File: src/rtl/ulp_pkg.sv
package ulp_pkg;
  // register byte offsets
  localparam logic [7:0] OFS_CTRL = 8'h00;
  localparam logic [7:0] OFS_HCFG = 8'h04;
  localparam logic [7:0] OFS_STAT = 8'h08;
  localparam logic [7:0] OFS_IEN = 8'h0C;
  localparam logic [7:0] OFS_STATE = 8'h10;
  // control fields
  localparam int CTRL_NAK = 2;
  localparam int CTRL_ARM = 3;
  localparam int CTRL_RWAKE = 4;
  localparam int CTRL_RESUME = 5;
  localparam int CTRL_SEND = 6;
  // answering policies
  localparam logic [1:0] POLICY_IGNORE_SLEEP = 2'h0;
  localparam logic [1:0] POLICY_FULL_RESPONSE = 2'h1;
  localparam logic [1:0] POLICY_EXTENDED_ONLY = 2'h2;
  // status flag positions
  localparam int FL_ACK = 0;
  localparam int FL_NYET = 1;
  localparam int FL_INCOMPLETE = 2;
  localparam int FL_STALL = 3;
  localparam int FL_RESUME = 4;
  localparam int FL_ERROR = 5;
  // bus answer codes
  localparam logic [2:0] RSP_ACK = 3'h0;
  localparam logic [2:0] RSP_NYET = 3'h1;
  localparam logic [2:0] RSP_NAK = 3'h2;
  localparam logic [2:0] RSP_STALL = 3'h3;
  // host outcome codes
  localparam logic [2:0] HR_ACK = 3'h0;
  localparam logic [2:0] HR_NYET = 3'h1;
  localparam logic [2:0] HR_STALL = 3'h2;
  localparam logic [2:0] HR_TIMEOUT = 3'h3;
  localparam logic [2:0] HR_BITERR = 3'h4;
  localparam logic [1:0] BITERR_LAST = 2'h2;
  // timing
  localparam int CLK_MHZ = 50;
  localparam int RESUME_BASE_US = 50;
  localparam int RESUME_STEP_US = 75;
  localparam int RESUME_BASE_CYC = RESUME_BASE_US * CLK_MHZ;
  localparam int RESUME_STEP_CYC = RESUME_STEP_US * CLK_MHZ;

  typedef enum logic [1:0] {ST_IDLE, ST_SLEEP, ST_WAKE} ulp_st_e;

  typedef struct packed {
    logic valid;
    logic lpm;
    logic ext;
    logic bad_ls;
    logic [3:0] ep;
    logic rwake;
  } ulp_tok_s;

  typedef struct packed {
    logic valid;
    logic [2:0] code;
  } ulp_resp_s;

  typedef struct packed {
    logic [1:0] policy;
    logic nak_sleep;
    logic arm;
    logic [3:0] res_steps;
    logic grant_rw;
    logic tgt_l1;
    logic [6:0] addr;
    logic [3:0] ep;
    logic [5:0] flags;
    logic [5:0] ien;
    ulp_st_e st;
    logic l1;
    logic [15:0] timer;
    logic [3:0] last_ep;
    logic rw_allowed;
    logic hreq;
    logic [1:0] errcnt;
    ulp_resp_s resp;
    logic wake_drv;
    logic resume_drv;
    logic irq;
    logic pready;
    logic pslverr;
    logic [31:0] prdata;
  } ulp_state_s;
endpackage : ulp_pkg

File: src/rtl/ulp_link_pm.sv
// The placing of the registers and the APB slave port are this design's own decisions.
`timescale 1ns/1ns
module ulp_link_pm #(
  parameter int RESUME_BASE_CYCLES = ulp_pkg::RESUME_BASE_CYC,
  parameter int RESUME_STEP_CYCLES = ulp_pkg::RESUME_STEP_CYC
) (
  input wire logic pclk,
  input wire logic presetn,
  input wire logic [7:0] paddr,
  input wire logic psel,
  input wire logic penable,
  input wire logic pwrite,
  input wire logic [31:0] pwdata,
  output logic [31:0] prdata,
  output logic pready,
  output logic pslverr,
  input wire logic host_mode,
  input wire ulp_pkg::ulp_tok_s tok,
  input wire logic tx_pending,
  input wire logic rx_pending,
  input wire logic bus_resume,
  input wire logic host_req_taken,
  input wire logic host_res_valid,
  input wire logic [2:0] host_res_code,
  output ulp_pkg::ulp_resp_s resp,
  output logic link_in_l1,
  output logic remote_wake_drive,
  output logic resume_drive,
  output logic host_req_valid,
  output logic [6:0] host_req_addr,
  output logic [3:0] host_req_ep,
  output logic host_req_grant_rw,
  output logic irq
);
  ulp_pkg::ulp_state_s s_q, s_d;
  logic [5:0] set_v;
  logic wr_done, rd_done, acc_go;

  // read mux, shared by capture logic
  function automatic logic [31:0] rd_word(input ulp_pkg::ulp_state_s s, input logic [7:0] a,
                                          input logic [5:0] fl);
    rd_word = 32'h00000000;
    case (a)
      ulp_pkg::OFS_CTRL: rd_word[3:0] = {s.arm, s.nak_sleep, s.policy};
      ulp_pkg::OFS_HCFG: rd_word[19:0] = {s.ep, 1'b0, s.addr, 2'h0, s.tgt_l1, s.grant_rw, s.res_steps};
      ulp_pkg::OFS_STAT: rd_word[5:0] = fl;
      ulp_pkg::OFS_IEN: rd_word[5:0] = s.ien;
      ulp_pkg::OFS_STATE: rd_word[9:0] = {s.hreq, s.rw_allowed, s.last_ep, 2'h0, s.arm, s.l1};
      default: rd_word = 32'h00000000;
    endcase
  endfunction : rd_word

  function automatic logic known_addr(input logic [7:0] a);
    known_addr = (a == ulp_pkg::OFS_CTRL) || (a == ulp_pkg::OFS_HCFG) || (a == ulp_pkg::OFS_STAT) ||
                 (a == ulp_pkg::OFS_IEN) || (a == ulp_pkg::OFS_STATE);
  endfunction : known_addr

  // apb phases: one wait state, effect at the completing edge
  assign acc_go = psel && penable && !s_q.pready;
  assign wr_done = psel && penable && s_q.pready && pwrite && known_addr(paddr);
  assign rd_done = psel && penable && s_q.pready && !pwrite && (paddr == ulp_pkg::OFS_STAT);

  always_comb begin
    s_d = s_q;
    set_v = 6'h00;
    s_d.resp = '0;
    s_d.pready = acc_go;
    s_d.pslverr = acc_go && !known_addr(paddr);
    // register writes
    if (wr_done && paddr == ulp_pkg::OFS_CTRL) begin
      s_d.policy = pwdata[1:0];
      s_d.nak_sleep = pwdata[ulp_pkg::CTRL_NAK];
      s_d.arm = pwdata[ulp_pkg::CTRL_ARM];
    end
    if (wr_done && paddr == ulp_pkg::OFS_HCFG) begin
      s_d.res_steps = pwdata[3:0];
      s_d.grant_rw = pwdata[4];
      s_d.tgt_l1 = pwdata[5];
      s_d.addr = pwdata[14:8];
      s_d.ep = pwdata[19:16];
    end
    if (wr_done && paddr == ulp_pkg::OFS_IEN) begin
      s_d.ien = pwdata[5:0];
    end
    // device side token answers
    if (!host_mode && tok.valid) begin
      if (tok.lpm && s_q.policy == ulp_pkg::POLICY_FULL_RESPONSE) begin
        s_d.last_ep = tok.ep;
        s_d.resp.valid = 1'b1;
        if (tok.bad_ls) begin
          s_d.resp.code = ulp_pkg::RSP_STALL;
          set_v[ulp_pkg::FL_STALL] = 1'b1;
          set_v[ulp_pkg::FL_ERROR] = 1'b1;
        end else if (!s_q.arm || s_q.l1) begin
          s_d.resp.code = ulp_pkg::RSP_NYET;
          set_v[ulp_pkg::FL_NYET] = 1'b1;
        end else if (tx_pending) begin
          s_d.resp.code = ulp_pkg::RSP_NYET;
          set_v[ulp_pkg::FL_INCOMPLETE] = 1'b1;
        end else if (rx_pending) begin
          s_d.resp.code = ulp_pkg::RSP_NYET;
          set_v[ulp_pkg::FL_NYET] = 1'b1;
        end else begin
          s_d.resp.code = ulp_pkg::RSP_ACK;
          s_d.l1 = 1'b1;
          s_d.st = ulp_pkg::ST_SLEEP;
          s_d.arm = 1'b0;
          s_d.rw_allowed = tok.rwake;
          set_v[ulp_pkg::FL_ACK] = 1'b1;
        end
      end else if (tok.ext && !tok.lpm && s_q.policy != ulp_pkg::POLICY_IGNORE_SLEEP) begin
        s_d.resp.valid = 1'b1;
        s_d.resp.code = ulp_pkg::RSP_ACK;
      end else if (!tok.lpm && !tok.ext && s_q.l1 && s_q.nak_sleep) begin
        s_d.resp.valid = 1'b1;
        s_d.resp.code = ulp_pkg::RSP_NAK;
      end
    end
    // host side request queue and outcomes
    if (wr_done && paddr == ulp_pkg::OFS_CTRL && host_mode && pwdata[ulp_pkg::CTRL_SEND] && !s_q.l1) begin
      s_d.hreq = 1'b1;
      s_d.errcnt = 2'h0;
    end else if (host_req_taken) begin
      s_d.hreq = 1'b0;
    end
    if (host_mode && host_res_valid) begin
      case (host_res_code)
        ulp_pkg::HR_ACK: begin
          s_d.l1 = 1'b1;
          s_d.st = ulp_pkg::ST_SLEEP;
          s_d.rw_allowed = s_q.grant_rw;
          set_v[ulp_pkg::FL_ACK] = 1'b1;
        end
        ulp_pkg::HR_NYET: set_v[ulp_pkg::FL_NYET] = 1'b1;
        ulp_pkg::HR_STALL: set_v[ulp_pkg::FL_STALL] = 1'b1;
        ulp_pkg::HR_TIMEOUT: set_v[ulp_pkg::FL_INCOMPLETE] = 1'b1;
        ulp_pkg::HR_BITERR: begin
          set_v[ulp_pkg::FL_ERROR] = 1'b1;
          if (s_q.errcnt == ulp_pkg::BITERR_LAST) begin
            set_v[ulp_pkg::FL_INCOMPLETE] = 1'b1;
            s_d.errcnt = 2'h0;
          end else begin
            s_d.errcnt = s_q.errcnt + 2'h1;
            s_d.hreq = 1'b1;
          end
        end
        default: set_v[ulp_pkg::FL_ERROR] = 1'b1;
      endcase
    end
    // link sleep and wake sequencing
    case (s_q.st)
      ulp_pkg::ST_SLEEP: begin
        if (bus_resume) begin
          s_d.st = ulp_pkg::ST_IDLE;
          s_d.l1 = 1'b0;
          set_v[ulp_pkg::FL_RESUME] = 1'b1;
        end else if (wr_done && paddr == ulp_pkg::OFS_CTRL && host_mode && pwdata[ulp_pkg::CTRL_RESUME]) begin
          s_d.st = ulp_pkg::ST_WAKE;
          s_d.resume_drv = 1'b1;
          s_d.timer = 16'(RESUME_BASE_CYCLES + int'(s_q.res_steps) * RESUME_STEP_CYCLES - 1);
        end else if (wr_done && paddr == ulp_pkg::OFS_CTRL && !host_mode && pwdata[ulp_pkg::CTRL_RWAKE] &&
                     s_q.rw_allowed) begin
          s_d.st = ulp_pkg::ST_WAKE;
          s_d.wake_drv = 1'b1;
          s_d.timer = 16'(RESUME_BASE_CYCLES - 1);
        end
      end
      ulp_pkg::ST_WAKE: begin
        // drivers hold until the count runs out; bus resume cannot cut it short
        if (s_q.timer == 16'h0000) begin
          s_d.st = ulp_pkg::ST_IDLE;
          s_d.l1 = 1'b0;
          s_d.resume_drv = 1'b0;
          s_d.wake_drv = 1'b0;
          set_v[ulp_pkg::FL_RESUME] = 1'b1;
        end else begin
          s_d.timer = s_q.timer - 16'h0001;
        end
      end
      ulp_pkg::ST_IDLE: s_d.timer = 16'h0000;
      default: s_d.st = ulp_pkg::ST_IDLE;
    endcase
    // status: read clears, but a set in the same cycle survives
    s_d.flags = (rd_done ? 6'h00 : s_q.flags) | set_v;
    s_d.irq = |(s_d.flags & s_q.ien);
    s_d.prdata = acc_go ? rd_word(s_q, paddr, s_q.flags | set_v) : s_q.prdata;
  end

  // single state register, everything cleared at reset
  always_ff @(posedge pclk or negedge presetn) begin
    if (!presetn) begin
      s_q <= '0;
    end else begin
      s_q <= s_d;
    end
  end

  assign prdata = s_q.prdata;
  assign pready = s_q.pready;
  assign pslverr = s_q.pslverr;
  assign resp = s_q.resp;
  assign link_in_l1 = s_q.l1;
  assign remote_wake_drive = s_q.wake_drv;
  assign resume_drive = s_q.resume_drv;
  assign host_req_valid = s_q.hreq;
  assign host_req_addr = s_q.addr;
  assign host_req_ep = s_q.ep;
  assign host_req_grant_rw = s_q.grant_rw;
  assign irq = s_q.irq;

  logic dev_ok_tok;
  assign dev_ok_tok = !host_mode && tok.valid && tok.lpm && !tok.bad_ls &&
                      s_q.policy == ulp_pkg::POLICY_FULL_RESPONSE && s_q.arm && !s_q.l1;

  // length of the drive pulse now on the bus, judged when the pulse ends
  // kept outside the state struct: it only serves the checks below
  logic [15:0] drv_len_q;
  always_ff @(posedge pclk or negedge presetn) begin
    if (!presetn) begin
      drv_len_q <= 16'h0000;
    end else if (resume_drive || remote_wake_drive) begin
      drv_len_q <= drv_len_q + 16'h0001;
    end else begin
      drv_len_q <= 16'h0000;
    end
  end
endmodule : ulp_link_pm

File: config.mk
export PLATFORM = sky130hd
export DESIGN_NAME = ulp_link_pm
export DESIGN_NICKNAME = d
export VERILOG_FILES = /design/src/rtl/ulp_pkg.sv /design/src/rtl/ulp_link_pm.sv
export SDC_FILE = /design/constraint.sdc
export NUM_CORES = 1
export LEC_CHECK = 0
export BUFFER_PORTS_ARGS = -buffer_cell sky130_fd_sc_hd__buf_2
export CAP_MARGIN = 20
export CORE_UTILIZATION = 40
export CTS_BUF_LIST = sky130_fd_sc_hd__clkbuf_4
export DETAILED_ROUTE_END_ITERATION = 16
export SKIP_LAST_GASP = 1
export SLEW_MARGIN = 20
export SYNTH_ARGS = -nofsm -noshare
export SYNTH_HDL_FRONTEND = slang
export SYNTH_SLANG_ARGS = --single-unit
File: constraint.sdc
create_clock -name pclk -period 7.7 [get_ports pclk]
set_clock_uncertainty 0.05 [all_clocks]
set_input_delay 1.54 -clock pclk [delete_from_list [all_inputs] [get_ports pclk]]
set_output_delay 1.54 -clock pclk [all_outputs]
set_load 0.005 [all_outputs]
# Word level (Yosys, flattened, before mapping)
# Index checks and enable logic that the tools add are counted.
[classes] mul=1 n_eq_ne=19 reduce_logical=52 add_sub_neg=4 bitwise_logic=3 n_mux=84
[ops] cell="$mux 16" n=4
[ops] cell="$pmux 16 s3" n=1
[ops] cell="$mux 1" n=41
[ops] cell="$mux 3" n=11
[ops] cell="$mux 4" n=8
[ops] cell="$sub 16x1->16 const B" n=2
[ops] cell="$logic_and 1x1->1" n=26
[ops] cell="$pmux 4 s5" n=1
[ops] cell="$mux 2" n=9
[ops] cell="$add 12x16->16 const A" n=1
[ops] cell="$eq 8x4->1 const B" n=2
[ops] cell="$logic_not 16->1" n=1
[ops] cell="$mul 4x11->15 const B" n=1
[ops] cell="$ne 2x2->1 const B" n=6
[ops] cell="$or 6x6->6" n=2
[ops] cell="$mux 10" n=1
[ops] cell="$eq 8x3->1 const B" n=1
[ops] cell="$eq 8x5->1 const B" n=1
[ops] cell="$logic_not 1->1" n=8
[ops] cell="$logic_not 8->1" n=1
[ops] cell="$pmux 2 s4" n=1
[ops] cell="$pmux 4 s2" n=1
[ops] cell="$reduce_and 4->1" n=2
[ops] cell="$and 6x6->6" n=1
[ops] cell="20 further kinds" n=30
[totals] word_cells=188 inputBits=63 register_bits=89

# Depth between registers and ports, before layout
# Gate-level depths: netlist (run 1).
[logic_depth] ltp_word=14 depth_mapped=13

# Worst setup path before layout (run 1)
# Ideal clock, no wire load.
[synth_timing] kind="input to register" startpoint="in paddr[1]" endpoint="reg s_q, in the netlist irq" setup_slack_ns=4.063 setup_time_ns=0.132 cell_stages=7 t_arrival_ns=3.455 required_time_ns=7.518 cell_sequence="or4_4 -> or3_1 -> nor3b_2 -> nand4bb_1 -> a21bo_2 -> a22oi_1 -> nand4_1"
[synth_rtl] element="from (decl)" line="ulp_link_pm.sv:9" source="input wire logic [7:0] paddr,"
[synth_rtl] element="to (signal assigned)" line="ulp_link_pm.sv:192" source="s_q <= '0;"
[synth_rtl] element="to (signal assigned)" line="ulp_link_pm.sv:194" source="s_q <= s_d;"
[synth_rtl] element="to (decl)" line="ulp_link_pm.sv:35" source="ulp_pkg::ulp_state_s s_q, s_d;"

# Worst setup path in the final report (run 1)
[layout_timing] startpoint="reg s_q[95] (netlist bit)" endpoint="reg s_q[60] (netlist bit)"
[layout_between] elab_chain_cells=6
[layout_rtl] element="$mul 4x11->15" line="ulp_link_pm.sv:160" source="s_d.timer = 16'(RESUME_BASE_CYCLES + int'(s_q.res_steps) * RESUME_STEP_CYCLES - 1);"
[layout_rtl] element="$add 12x16->16" line="ulp_link_pm.sv:160"
[layout_rtl] element="$sub 16x1->16" line="ulp_link_pm.sv:160"
[layout_rtl] element="$mux 16" line="ulp_link_pm.sv:157" source="end else if (wr_done && paddr == ulp_pkg::OFS_CTRL && host_mode && pwdata[ulp_pkg::CTRL_RESUME]) begin"
[layout_rtl] element="$mux 16" line="ulp_link_pm.sv:153" source="if (bus_resume) begin"
[layout_rtl] element="$pmux 16 s3" line="ulp_link_pm.sv:151" source="case (s_q.st)"
# No other way between the ends. The select of a mux whose other input is x is not followed.
# A chain may end at the register's enable or synchronous reset.

==> out/results.ini, run 1 <==
[status]
outcome=finished, final reports clean

[placed_design]
placer_congestion=0.856
placement.setup.worst_slack_ns=3.35
numPlacedInstances=825
dp_hpwl_um=10600
placement.io_buffers=89

[power]
power_report.internal_total_uw=715
power.share.combinational_pct=28.4
swShare_pct=34.8
share_clk_of_total_power_pct=24.1
switching_power_uw=381
p_seq_share_pct=47.5
cellPowerDensity_nw_per_um2=177
vdd.ir_drop.worst_mv=0.0833
p_leak_uw=0.00313

[worst_setup_path]
cpMaxStageDelayCell=sky130_fd_sc_hd__a2111oi_0
timing.critical_path.mode_cell=sky130_fd_sc_hd__ha_1
critical_path.startpoint_type=flip-flop
critPathMaxStageDelay_ns=0.67
crit_buf_inv=1
reg2reg_from=s_q[95]
crit_start=s_q[95]
timing.critical_path.arrival_ns=4.56
worst-setup-path-type=reg -> reg
critPathMaxFanout=9
path_delay_family=compound AO/OA/AOI/OAI gates
critical_path.cell_chain=inv_1 > ha_1 > ha_1 > or2_2 > ha_1 > nand4_1 > a2111oi_0 > nor3_1 > a211oi_1 > xor2_1 > a2111oi_0 > a211o_1
timing.critical_path.required_ns=8.04
setup.worst_path.end_class=flip-flop

[clock_tree]
cts_tree=yes
worst_skew_pair.late_latency_ns=0.45
path_clk_slew_ns=0.15
clock_sinks=87
tritoncts.num_buffers=9
cts_htree_levels=3
cts_root_buffer=sky130_fd_sc_hd__clkbuf_4
postCtsSetupBuffers=0
holdBufCountCts=0
cts-resized-gates=0
cts_buffer_depth=2

[sta]
finalCriticalPeriod_ns=4.22
post-route-worst-setup-slack_ns=3.48
timing_worst_slew_pin_value_ns=0.965
maxSlewHeadroom_pct=35.7
hold_violations=0
unrepaired_setup_endpoints_after_global_routing=false
final.hold.worst_slack_ns=0.433
totalNegativeSetupSlack_ns=0
clock.fmax_mhz=237
period_share_pct=54.8
final-max-slew-violation-count=0
setup_viol=0

[floorplanning]
core_area_um2=14000
std_cell_rows=43
die_width_um=122
initial_core_util_pct=41.3
die_h_um=122
die_area_um2=14900
boundaryPins=118

[yosys]
synthDominantCellAreaShare_pct=37.7
netlist_cell_types=78
post_synth_instance_area_um2=5780
synth.yosys.warnings=0
synth.largest_area_cell=sky130_fd_sc_hd__dfrtp_1
ys.flop_type=sky130_fd_sc_hd__dfrtp_1
post_synth_main_area_contributors=sky130_fd_sc_hd__dfrtp_1 (38%), sky130_fd_sc_hd__ha_1 (6.5%), sky130_fd_sc_hd__buf_4 (6.2%)
avgSynthCellArea_um2=9.49
edff_count_synth=0
async_flop_share_pct=100
library_cell_with_the_highest_instance_count_after_synthesis=sky130_fd_sc_hd__dfrtp_1
synthesis.instances=609
ys_ff_latch=87
ys_seq_area_share_pct=37.7
synth_commonest_cells=sky130_fd_sc_hd__dfrtp_1 (87), sky130_fd_sc_hd__nand2_1 (65), sky130_fd_sc_hd__buf_4 (48), sky130_fd_sc_hd__nor2_1 (34), sky130_fd_sc_hd__mux2_2 (31)

[job]
drv_cap=0

[global_routing]
grtUsageMet2_pct=30.4
globalRoute.busiestLayer=met2
grtUsageMet1_pct=25.7
globalRouteOverflowTotal=0
track_usage_pct=18.9
largest_net_degree_at_the_start_of_global_routing=70
grt_pass1_vias=4476
grt_antenna_before_repair=0
global_route_wire_length_before_repair_um=22100
met3_usage_pct=2.79

[final_layout]
flow.area_growth_from_synthesis_pct=7.27
nets=751
layout.cells.non_filler=841
share_of_final_layout_standard_cells_stronger_than_drive_strength_1_pct=23.0

[routing]
route.final.wire_length_um=14000
antenna_left=0
drtIter0Drc=259
vias=4750
detail_route.wl_per_cell_um=16.7
post_route_drc=0
detail_route.first_pass.iterations=5
vias_per_cell=5.65

[min_path]
hold_start=prdata[16]
worst_hold_path_type=reg -> reg

[layer usage]
layer	vias to the layer above	share of wire, %
met2	137	48
met4	0	2.1
met3	22	4.5
li1	2268	-
met1	2323	46
met5	-	0
[sequential cells by signal (all words and copies together) (netlist names), 3 cells and up]
signal         count
host_req_addr      7
host_req_ep        4
prdata            19
resp               3
s_q               46
[kinds of logic (layout without fill, tap and decap cells)]
| kind of cell | Yosys count | in the layout | share of synthesized area [%] |
|---|---|---|---|
| muxes | 35 | 35 | 6.95 |
| other | 1 | 15 | 0.0649 |
| and+or+nand+nor | 206 | 206 | 18.5 |
| xor gates and xnor gates | 22 | 22 | 3.33 |
| AOI/OAI and AO/OA | 139 | 139 | 17.3 |
| DFF | 87 | 87 | 37.7 |
| buffers and inverters | 87 | 125 | 9.00 |
| adders and majority gates | 32 | 32 | 7.19 |
[power groups by stage]
| stage | logic (µW) | clock network, µW | registers (µW) |
|---|---|---|---|
| after detailed placement | 308 | 0 | 529 |
| final | 311 | 265 | 520 |
| after global placement | 299 | 0 | 527 |
| after global routing | 347 | 287 | 528 |
| after floorplan | 244 | 0 | 519 |
| after CTS | 309 | 271 | 520 |
[cells in the final DEF (no fill, tap or decap), drive strengths merged, types with 4 or more instances in the layout]
| cell type | n |
|---|---|
| buf | 90 |
| dfrtp | 87 |
| nand2 | 66 |
| nor2 | 34 |
| mux2 | 31 |
| o21ai | 31 |
| ha | 30 |
| nand3 | 25 |
| inv | 20 |
| a21oi | 16 |
| xor2 | 14 |
| conb | 14 |
| nor3 | 13 |
| a21o | 12 |
| a221o | 10 |
| clkbuf | 10 |
| nor2b | 9 |
| xnor2 | 8 |
| nor4 | 7 |
| a31oi | 7 |
| nand2b | 6 |
| or3 | 6 |
| a211oi | 6 |
| nand4 | 6 |
| o41ai | 6 |
| a22oi | 6 |
| o31ai | 6 |
| a2111oi | 6 |
| or2 | 6 |
| a221oi | 5 |
| or4 | 5 |
| and3 | 4 |
| and2 | 4 |
[tightest hold or removal path: cells and delay by family, from the launching register on]
| family | cells | cell delay (ns) |
|---|---|---|
| and+or+nand+nor | 2 | 0.10 |
| DFF | 1 | 0.37 |
[area by class of cell]
cell class / count / area, µm²
fill: 1422 / 7790
multi-input combinational: 448 / 3130
sequential: 87 / 2180
timing repair buffer: 90 / 455
tap: 180 / 225
clock buffer: 10 / 75.1
inverter: 20 / 75.1
clock inverter: 5 / 58.8
antenna: 1 / 2.50
[stage by stage]
step                utilization, %  power (µW)  cell area (µm²)
global route                  44.3        1160             6200
global placement              43.4         826             6060
CTS                           44.3        1100             6200
detailed placement            43.4         837             6060
floorplan                        -         763             5830
finish                        44.3        1100             6200
[path summary, 6_finish.rpt]
check	slack, ns	to	cells past startpoint
worst min register to register	0.43	prdata[16]	2
max in group asynchronous	5.57	prdata[6]	2
worst max register to register	3.48	s_q[60]	12
min in group asynchronous	0.89	resume_drive	1
worst max-delay path	3.48	s_q[60]	12
worst min-delay path	0.43	prdata[16]	2
Note: power is estimated with default switching activity, not from simulation.
==> run 2, diff against run 1 <==
- ABC_AREA: not set -> 1
- clock period: 7.7 -> 4.2 ns (I/O delays scaled with it)
==> run 2 against run 1 <==
  * The flow now finishes with violations (DRC)
  * Cell count increased by 25%
  * Register-to-register slack got worse by 2.6 ns
  * Total power increased by 78%
  * Worst hold slack got worse by 0.018 ns
  * Global-route usage increased by 0.50 points
==> out/results.ini, run 2 <==
[status]
outcome=finished, violations left
violations=DRC

[worst_setup_path]
reg2reg_from=s_q[95]
timing.critical_path.arrival_ns=3.63
critPathMaxStageDelay_ns=0.57
crit_start=s_q[95]
internal_reg_to_reg_setup_slack_ns=0.89
reg2reg_to=s_q[62]
critical_path.startpoint_type=flip-flop
rr_worst_depth=17
critPathMaxFanout=8
setup.worst_path.end_class=flip-flop
timing.critical_path.required_ns=4.52
worst_setup_path_endpoint=s_q[62]
timing.critical_path.mode_cell=sky130_fd_sc_hd__nand2_1
worst-setup-path-type=reg -> reg
cpMaxStageDelayCell=sky130_fd_sc_hd__dfrtp_1
critical_path.cell_chain=inv_1 > ha_1 > ha_1 > or2_2 > ha_1 > nand2_1 > nand3_1 > o21ai_0 > nand2_1 > nor2_1 > nand3_1 > nand2_1 > nand2_1 > nand3_1 > nand2_1 > nand2_1 > o21ai_1

[power]
cellPowerDensity_nw_per_um2=298
p_leak_uw=0.00349
vdd.ir_drop.worst_mv=0.199

[global_routing]
track_usage_pct=19.4
global_route_wire_length_before_repair_um=24300
grt_antenna_before_repair=0
globalRouteOverflowTotal=0
grt_pass1_vias=4986
largest_net_degree_at_the_start_of_global_routing=72

[clock_tree]
path_clk_slew_ns=0.14
cts_tree=yes
worst_skew_pair.late_latency_ns=0.48
cts-resized-gates=0
postCtsSetupBuffers=0
tritoncts.num_buffers=9
cts_root_buffer=sky130_fd_sc_hd__clkbuf_4
holdBufCountCts=0
cts_htree_levels=3
clock_sinks=87
cts_buffer_depth=2

[routing]
drtIter0Drc=286
antenna_left=0
vias_per_cell=4.89
route.final.wire_length_um=14200
post_route_drc=3
detail_route.first_pass.iterations=10
vias=5147
detail_route.wl_per_cell_um=13.5

[sta]
clock.fmax_mhz=302
final-max-slew-violation-count=0
maxSlewHeadroom_pct=37.3
timing_worst_slew_pin_value_ns=0.941
setup_viol=0
final.hold.worst_slack_ns=0.415
hold_violations=0
post-route-worst-setup-slack_ns=0.889
unrepaired_setup_endpoints_after_global_routing=false
period_share_pct=78.8
finalCriticalPeriod_ns=3.31
totalNegativeSetupSlack_ns=0

[final_layout]
flow.area_growth_from_synthesis_pct=6.99
mostFrequentLayoutCells=sky130_fd_sc_hd__nand2_1 (199), sky130_fd_sc_hd__inv_1 (107), sky130_fd_sc_hd__buf_2 (88)
final_util_pct=44.5
share_of_final_layout_standard_cells_stronger_than_drive_strength_1_pct=19.7
diodes=0
nets=958
layout_commonest_cell=sky130_fd_sc_hd__nand2_1
layout.cells.non_filler=1052
register_with_the_most_flip_flops=s_q
largest_register_ff_count=46

[floorplanning]
die_area_um2=15800
core_area_um2=14700
std_cell_rows=44
boundaryPins=118
initial_core_util_pct=41.5
die_h_um=126
die_width_um=126

[placed_design]
placer_congestion=0.868
numPlacedInstances=1036
dp_hpwl_um=11000
placement.setup.worst_slack_ns=0.882
placement.io_buffers=89

[yosys]
post_synth_instance_area_um2=6110
synthDominantCellAreaShare_pct=35.6
post_synth_main_area_contributors=sky130_fd_sc_hd__dfrtp_1 (36%), sky130_fd_sc_hd__nand2_1 (12%), sky130_fd_sc_hd__inv_1 (6.6%)
library_cell_with_the_highest_instance_count_after_synthesis=sky130_fd_sc_hd__nand2_1
avgSynthCellArea_um2=7.58
synthesis.instances=806
async_flop_share_pct=100
netlist_cell_types=51
synth.yosys.warnings=0
edff_count_synth=0
ys_ff_latch=87
synth_commonest_cells=sky130_fd_sc_hd__nand2_1 (199), sky130_fd_sc_hd__inv_1 (107), sky130_fd_sc_hd__dfrtp_1 (87), sky130_fd_sc_hd__nor2_1 (70), sky130_fd_sc_hd__buf_4 (49)
synth.largest_area_cell=sky130_fd_sc_hd__dfrtp_1
ys.flop_type=sky130_fd_sc_hd__dfrtp_1
ys_seq_area_share_pct=35.6

[min_path]
worst_hold_path_type=in -> async

[job]
drv_cap=0

## run 2: cell count changes in the layout (fill, tap and decap cells not counted), moves of 8 or more
cell	change
sky130_fd_sc_hd__nand2_1	+134
sky130_fd_sc_hd__inv_1	+88
sky130_fd_sc_hd__nor2_1	+36
sky130_fd_sc_hd__mux2_2	-27
sky130_fd_sc_hd__a21oi_2	+17
sky130_fd_sc_hd__nor2_2	+17
sky130_fd_sc_hd__o21ai_0	+15
sky130_fd_sc_hd__nand3_1	+14
sky130_fd_sc_hd__a221o_1	-10
sky130_fd_sc_hd__nand4_1	+10
sky130_fd_sc_hd__a21o_1	-9
sky130_fd_sc_hd__nor2b_1	-9
sky130_fd_sc_hd__a21oi_1	+8
## run 2: how the worst min path moves through the flow
| stage | start | end | slack [ns] | cells past startpoint |
|---|---|---|---|---|
| finish | presetn | s_q[53] | 0.41 | 1 |
| global route | presetn | s_q[53] | 0.47 | 1 |
| CTS | presetn | s_q[53] | 0.44 | 1 |
| detailed placement | s_q[42] | s_q[41] | 0.41 | 1 |
| global placement | s_q[42] | s_q[41] | 0.41 | 1 |
| floorplan | s_q[42] | s_q[41] | 0.38 | 1 |
## run 2: layer usage
layer  vias up  GRT usage [%]  wire [µm]
li1       2663              -          -
met5         -              0          0
met2       119           29.8       6050
met3        16           4.96        767
met4         0           5.52        186
met1      2349           26.9       7220
## run 2: cells by family (layout without fill, tap and decap cells)
kind of cell / after synthesis / count (layout) / synth area share [%]
AOI/OAI and AO/OA: 126 / 126 / 12.9
xor gates and xnor gates: 13 / 13 / 1.99
adders and majority gates: 32 / 32 / 6.80
buffers and inverters: 173 / 222 / 14.2
DFF: 87 / 87 / 35.6
muxes: 4 / 4 / 0.738
other: 1 / 14 / 0.0614
and+or+nand+nor: 370 / 370 / 27.7
## run 2: critical path, delay by kind of cell, from the launching register on
kind | cells | cell delay (ns)
and+or+nand+nor | 11 | 1.38
adders and majority gates | 3 | 0.82
DFF | 1 | 0.57
AOI/OAI and AO/OA | 2 | 0.25
buffers and inverters | 1 | 0.16
## run 2: layout make-up
cell class	count	area [µm²]
clock buffer	9	67.6
multi-input combinational	559	3110
fill	1528	8170
clock inverter	7	46.3
sequential	87	2180
timing repair buffer	92	470
inverter	114	430
tap	184	230
## run 2: power breakdown
part | leakage, µW | switching (µW) | internal, µW
Sequential | 0.00105 | 55.4 | 899
Combinational | 0.00237 | 368 | 190
Clock | 0.0000618 | 313 | 122
Total | 0.00349 | 736 | 1210
## run 2: through the flow
step / total power, µW / instance area [µm²]
floorplan: 1400 / 6160
global placement: 1530 / 6420
detailed placement: 1530 / 6420
CTS: 1970 / 6530
global route: 2100 / 6530
finish: 1950 / 6530
==> run 3, diff against run 2 <==
- ABC_AREA: 1 -> 0
- clock period: 4.2 -> 3.4 ns (I/O delays scaled with it)
==> run 3 against run 2 <==
  * The run now ends clean
  * Core utilization rose by 3.0 points
  * Clock power rose by 62%
  * Cell count fell by 17%
  * Sequential cell count did not move
  * Register-to-register slack got worse by 0.80 ns
  * Maximum frequency rose by 0.12%
  * Non-clock buffer count rose by 33
  * Sequential share of layout area fell by 0.47 points
  * Critical path type unchanged
  * Highest routed layer unchanged
==> out/results.ini, run 3 (synthesized netlist as in run 1, its figures left out) <==
[job]
drv_cap=0

[min_path]
worst_hold_path_type=in -> async

[worst_setup_path]
setup.worst_path.end_class=flip-flop
crit_buf_inv=2
timing.critical_path.arrival_ns=3.64
critical_path.startpoint_type=flip-flop
critPathMaxFanout=4
path_delay_family=compound AO/OA/AOI/OAI gates
critical_path.cell_chain=inv_1 > ha_1 > ha_1 > or2_2 > ha_4 > nand4_1 > buf_4 > a211oi_4 > o41ai_2 > xnor2_1 > o2111ai_2 > xnor2_1 > a211o_1
timing.critical_path.required_ns=3.73
cpMaxStageDelayCell=sky130_fd_sc_hd__dfrtp_1
worst-setup-path-type=reg -> reg
critPathMaxStageDelay_ns=0.41

[global_routing]
globalRouteOverflowTotal=0
largest_net_degree_at_the_start_of_global_routing=58
globalRoute.busiestLayer=met2
grtUsageMet2_pct=31.6
met3_usage_pct=2.93
global_route_wire_length_before_repair_um=22700
grt_antenna_before_repair=1
grtUsageMet1_pct=26.3
track_usage_pct=19.7
grt_pass1_vias=4488

[floorplanning]
core_area_um2=14000
die_h_um=122
std_cell_rows=43
die_area_um2=14900
boundaryPins=118
die_width_um=122
initial_core_util_pct=41.3

[sta]
final.hold.worst_slack_ns=0.187
hold_violations=0
period_share_pct=97.3
finalCriticalPeriod_ns=3.31
totalNegativeSetupSlack_ns=0
final-max-slew-violation-count=0
timing_worst_slew_pin_value_ns=0.734
setup_viol=0
maxSlewHeadroom_pct=51.1
clock.fmax_mhz=302

[power]
p_leak_uw=0.00334
cellPowerDensity_nw_per_um2=397
vdd.ir_drop.worst_mv=0.161

[placed_design]
dp_hpwl_um=11000
placement.io_buffers=89
placer_congestion=0.799

[final_layout]
register_with_the_most_flip_flops=s_q
layout_commonest_cell=sky130_fd_sc_hd__buf_2
share_of_final_layout_standard_cells_stronger_than_drive_strength_1_pct=29.0
fill_cells=1317
mostFrequentLayoutCells=sky130_fd_sc_hd__buf_2 (88), sky130_fd_sc_hd__dfrtp_1 (85), sky130_fd_sc_hd__nand2_1 (65)
flow.area_growth_from_synthesis_pct=14.8
nets=786
largest_register_ff_count=46

[routing]
vias=4812
vias_per_cell=5.49
antenna_left=0
detail_route.wl_per_cell_um=16.5
detail_route.first_pass.iterations=4
post_route_drc=0
route.final.wire_length_um=14400
drtIter0Drc=263

[clock_tree]
cts_root_buffer=sky130_fd_sc_hd__clkbuf_4
cts_htree_levels=3
cts_tree=yes
worst_skew_pair.late_latency_ns=0.49
cts_buffer_depth=2
path_clk_slew_ns=0.15
tritoncts.num_buffers=9
clock_sinks=87

[status]
outcome=finished, final reports clean

-- run 3: cell types whose count changed in the layout (fill, tap and decap cells not counted), sizes merged, moves of 9 or more --
cell,before,now
a21o,3,12
a21oi,41,16
a221o,0,10
buf,92,125
inv,114,22
mux2,4,31
nand2,201,66
nand3,42,25
nand4,20,6
nor2,89,34
nor2b,0,9
o21ai,49,31
-- run 3: area by class of cell --
type	instances	area (µm²)	share of cell area [%]
Multi-Input combinational cell	448	3260	49.2
Sequential cell	87	2180	32.9
Timing Repair Buffer	125	718	10.8
Tap cell	180	225	3.39
Clock inverter	7	101	1.53
Inverter	20	75.1	1.13
Clock buffer	9	67.6	1.02
Antenna cell	1	2.50	0.0377
-- run 3: path summary, 6_finish.rpt --
check                               endpoint  slack, ns        from  cells past startpoint
min in group pclk           host_req_addr[4]       0.35  pwdata[12]                      2
max in group asynchronous            s_q[49]       2.39     presetn                      2
hold reg to reg                   prdata[16]       0.42  prdata[16]                      2
hold / removal             host_req_grant_rw       0.19     presetn                      1
setup / recovery                     s_q[64]       0.09     s_q[95]                     13
setup reg to reg                     s_q[64]       0.09     s_q[95]                     13
-- run 3: routing by layer --
layer	part of all wire (%)	wire (µm)
met1	45	6460
met2	49	7080
met3	4.0	580
met4	2.2	320
met5	0	0
-- run 3: repair_timing --
action | 4_1_cts | 5_1_grt
pin swaps | 0 | 5
gates resized for setup | 0 | 22
setup buffers | 0 | 5
hold buffers | 0 | 0
setup endpoints to repair | 2 | 6
-- run 3: through the flow --
step	power, µW	instances	cell area, µm²	util (%)	worst slack [ns]
floorplan	1730	622	5840	-	0.0166
global placement	1910	855	6300	45.0	0.0655
detailed placement	1930	855	6300	45.0	0.0104
CTS	2650	871	6470	46.2	-0.0111
global route	2790	877	6630	47.4	-0.0515
finish	2630	877	6630	47.4	0.0930
-- run 3: power breakdown --
part           switching, µW  total, µW  internal, µW  leakage [µW]
sequential              70.6       1180          1110       0.00116
clock                    399        706           307     0.0000905
combinational            434        749           315       0.00209
total                    904       2630          1730       0.00334
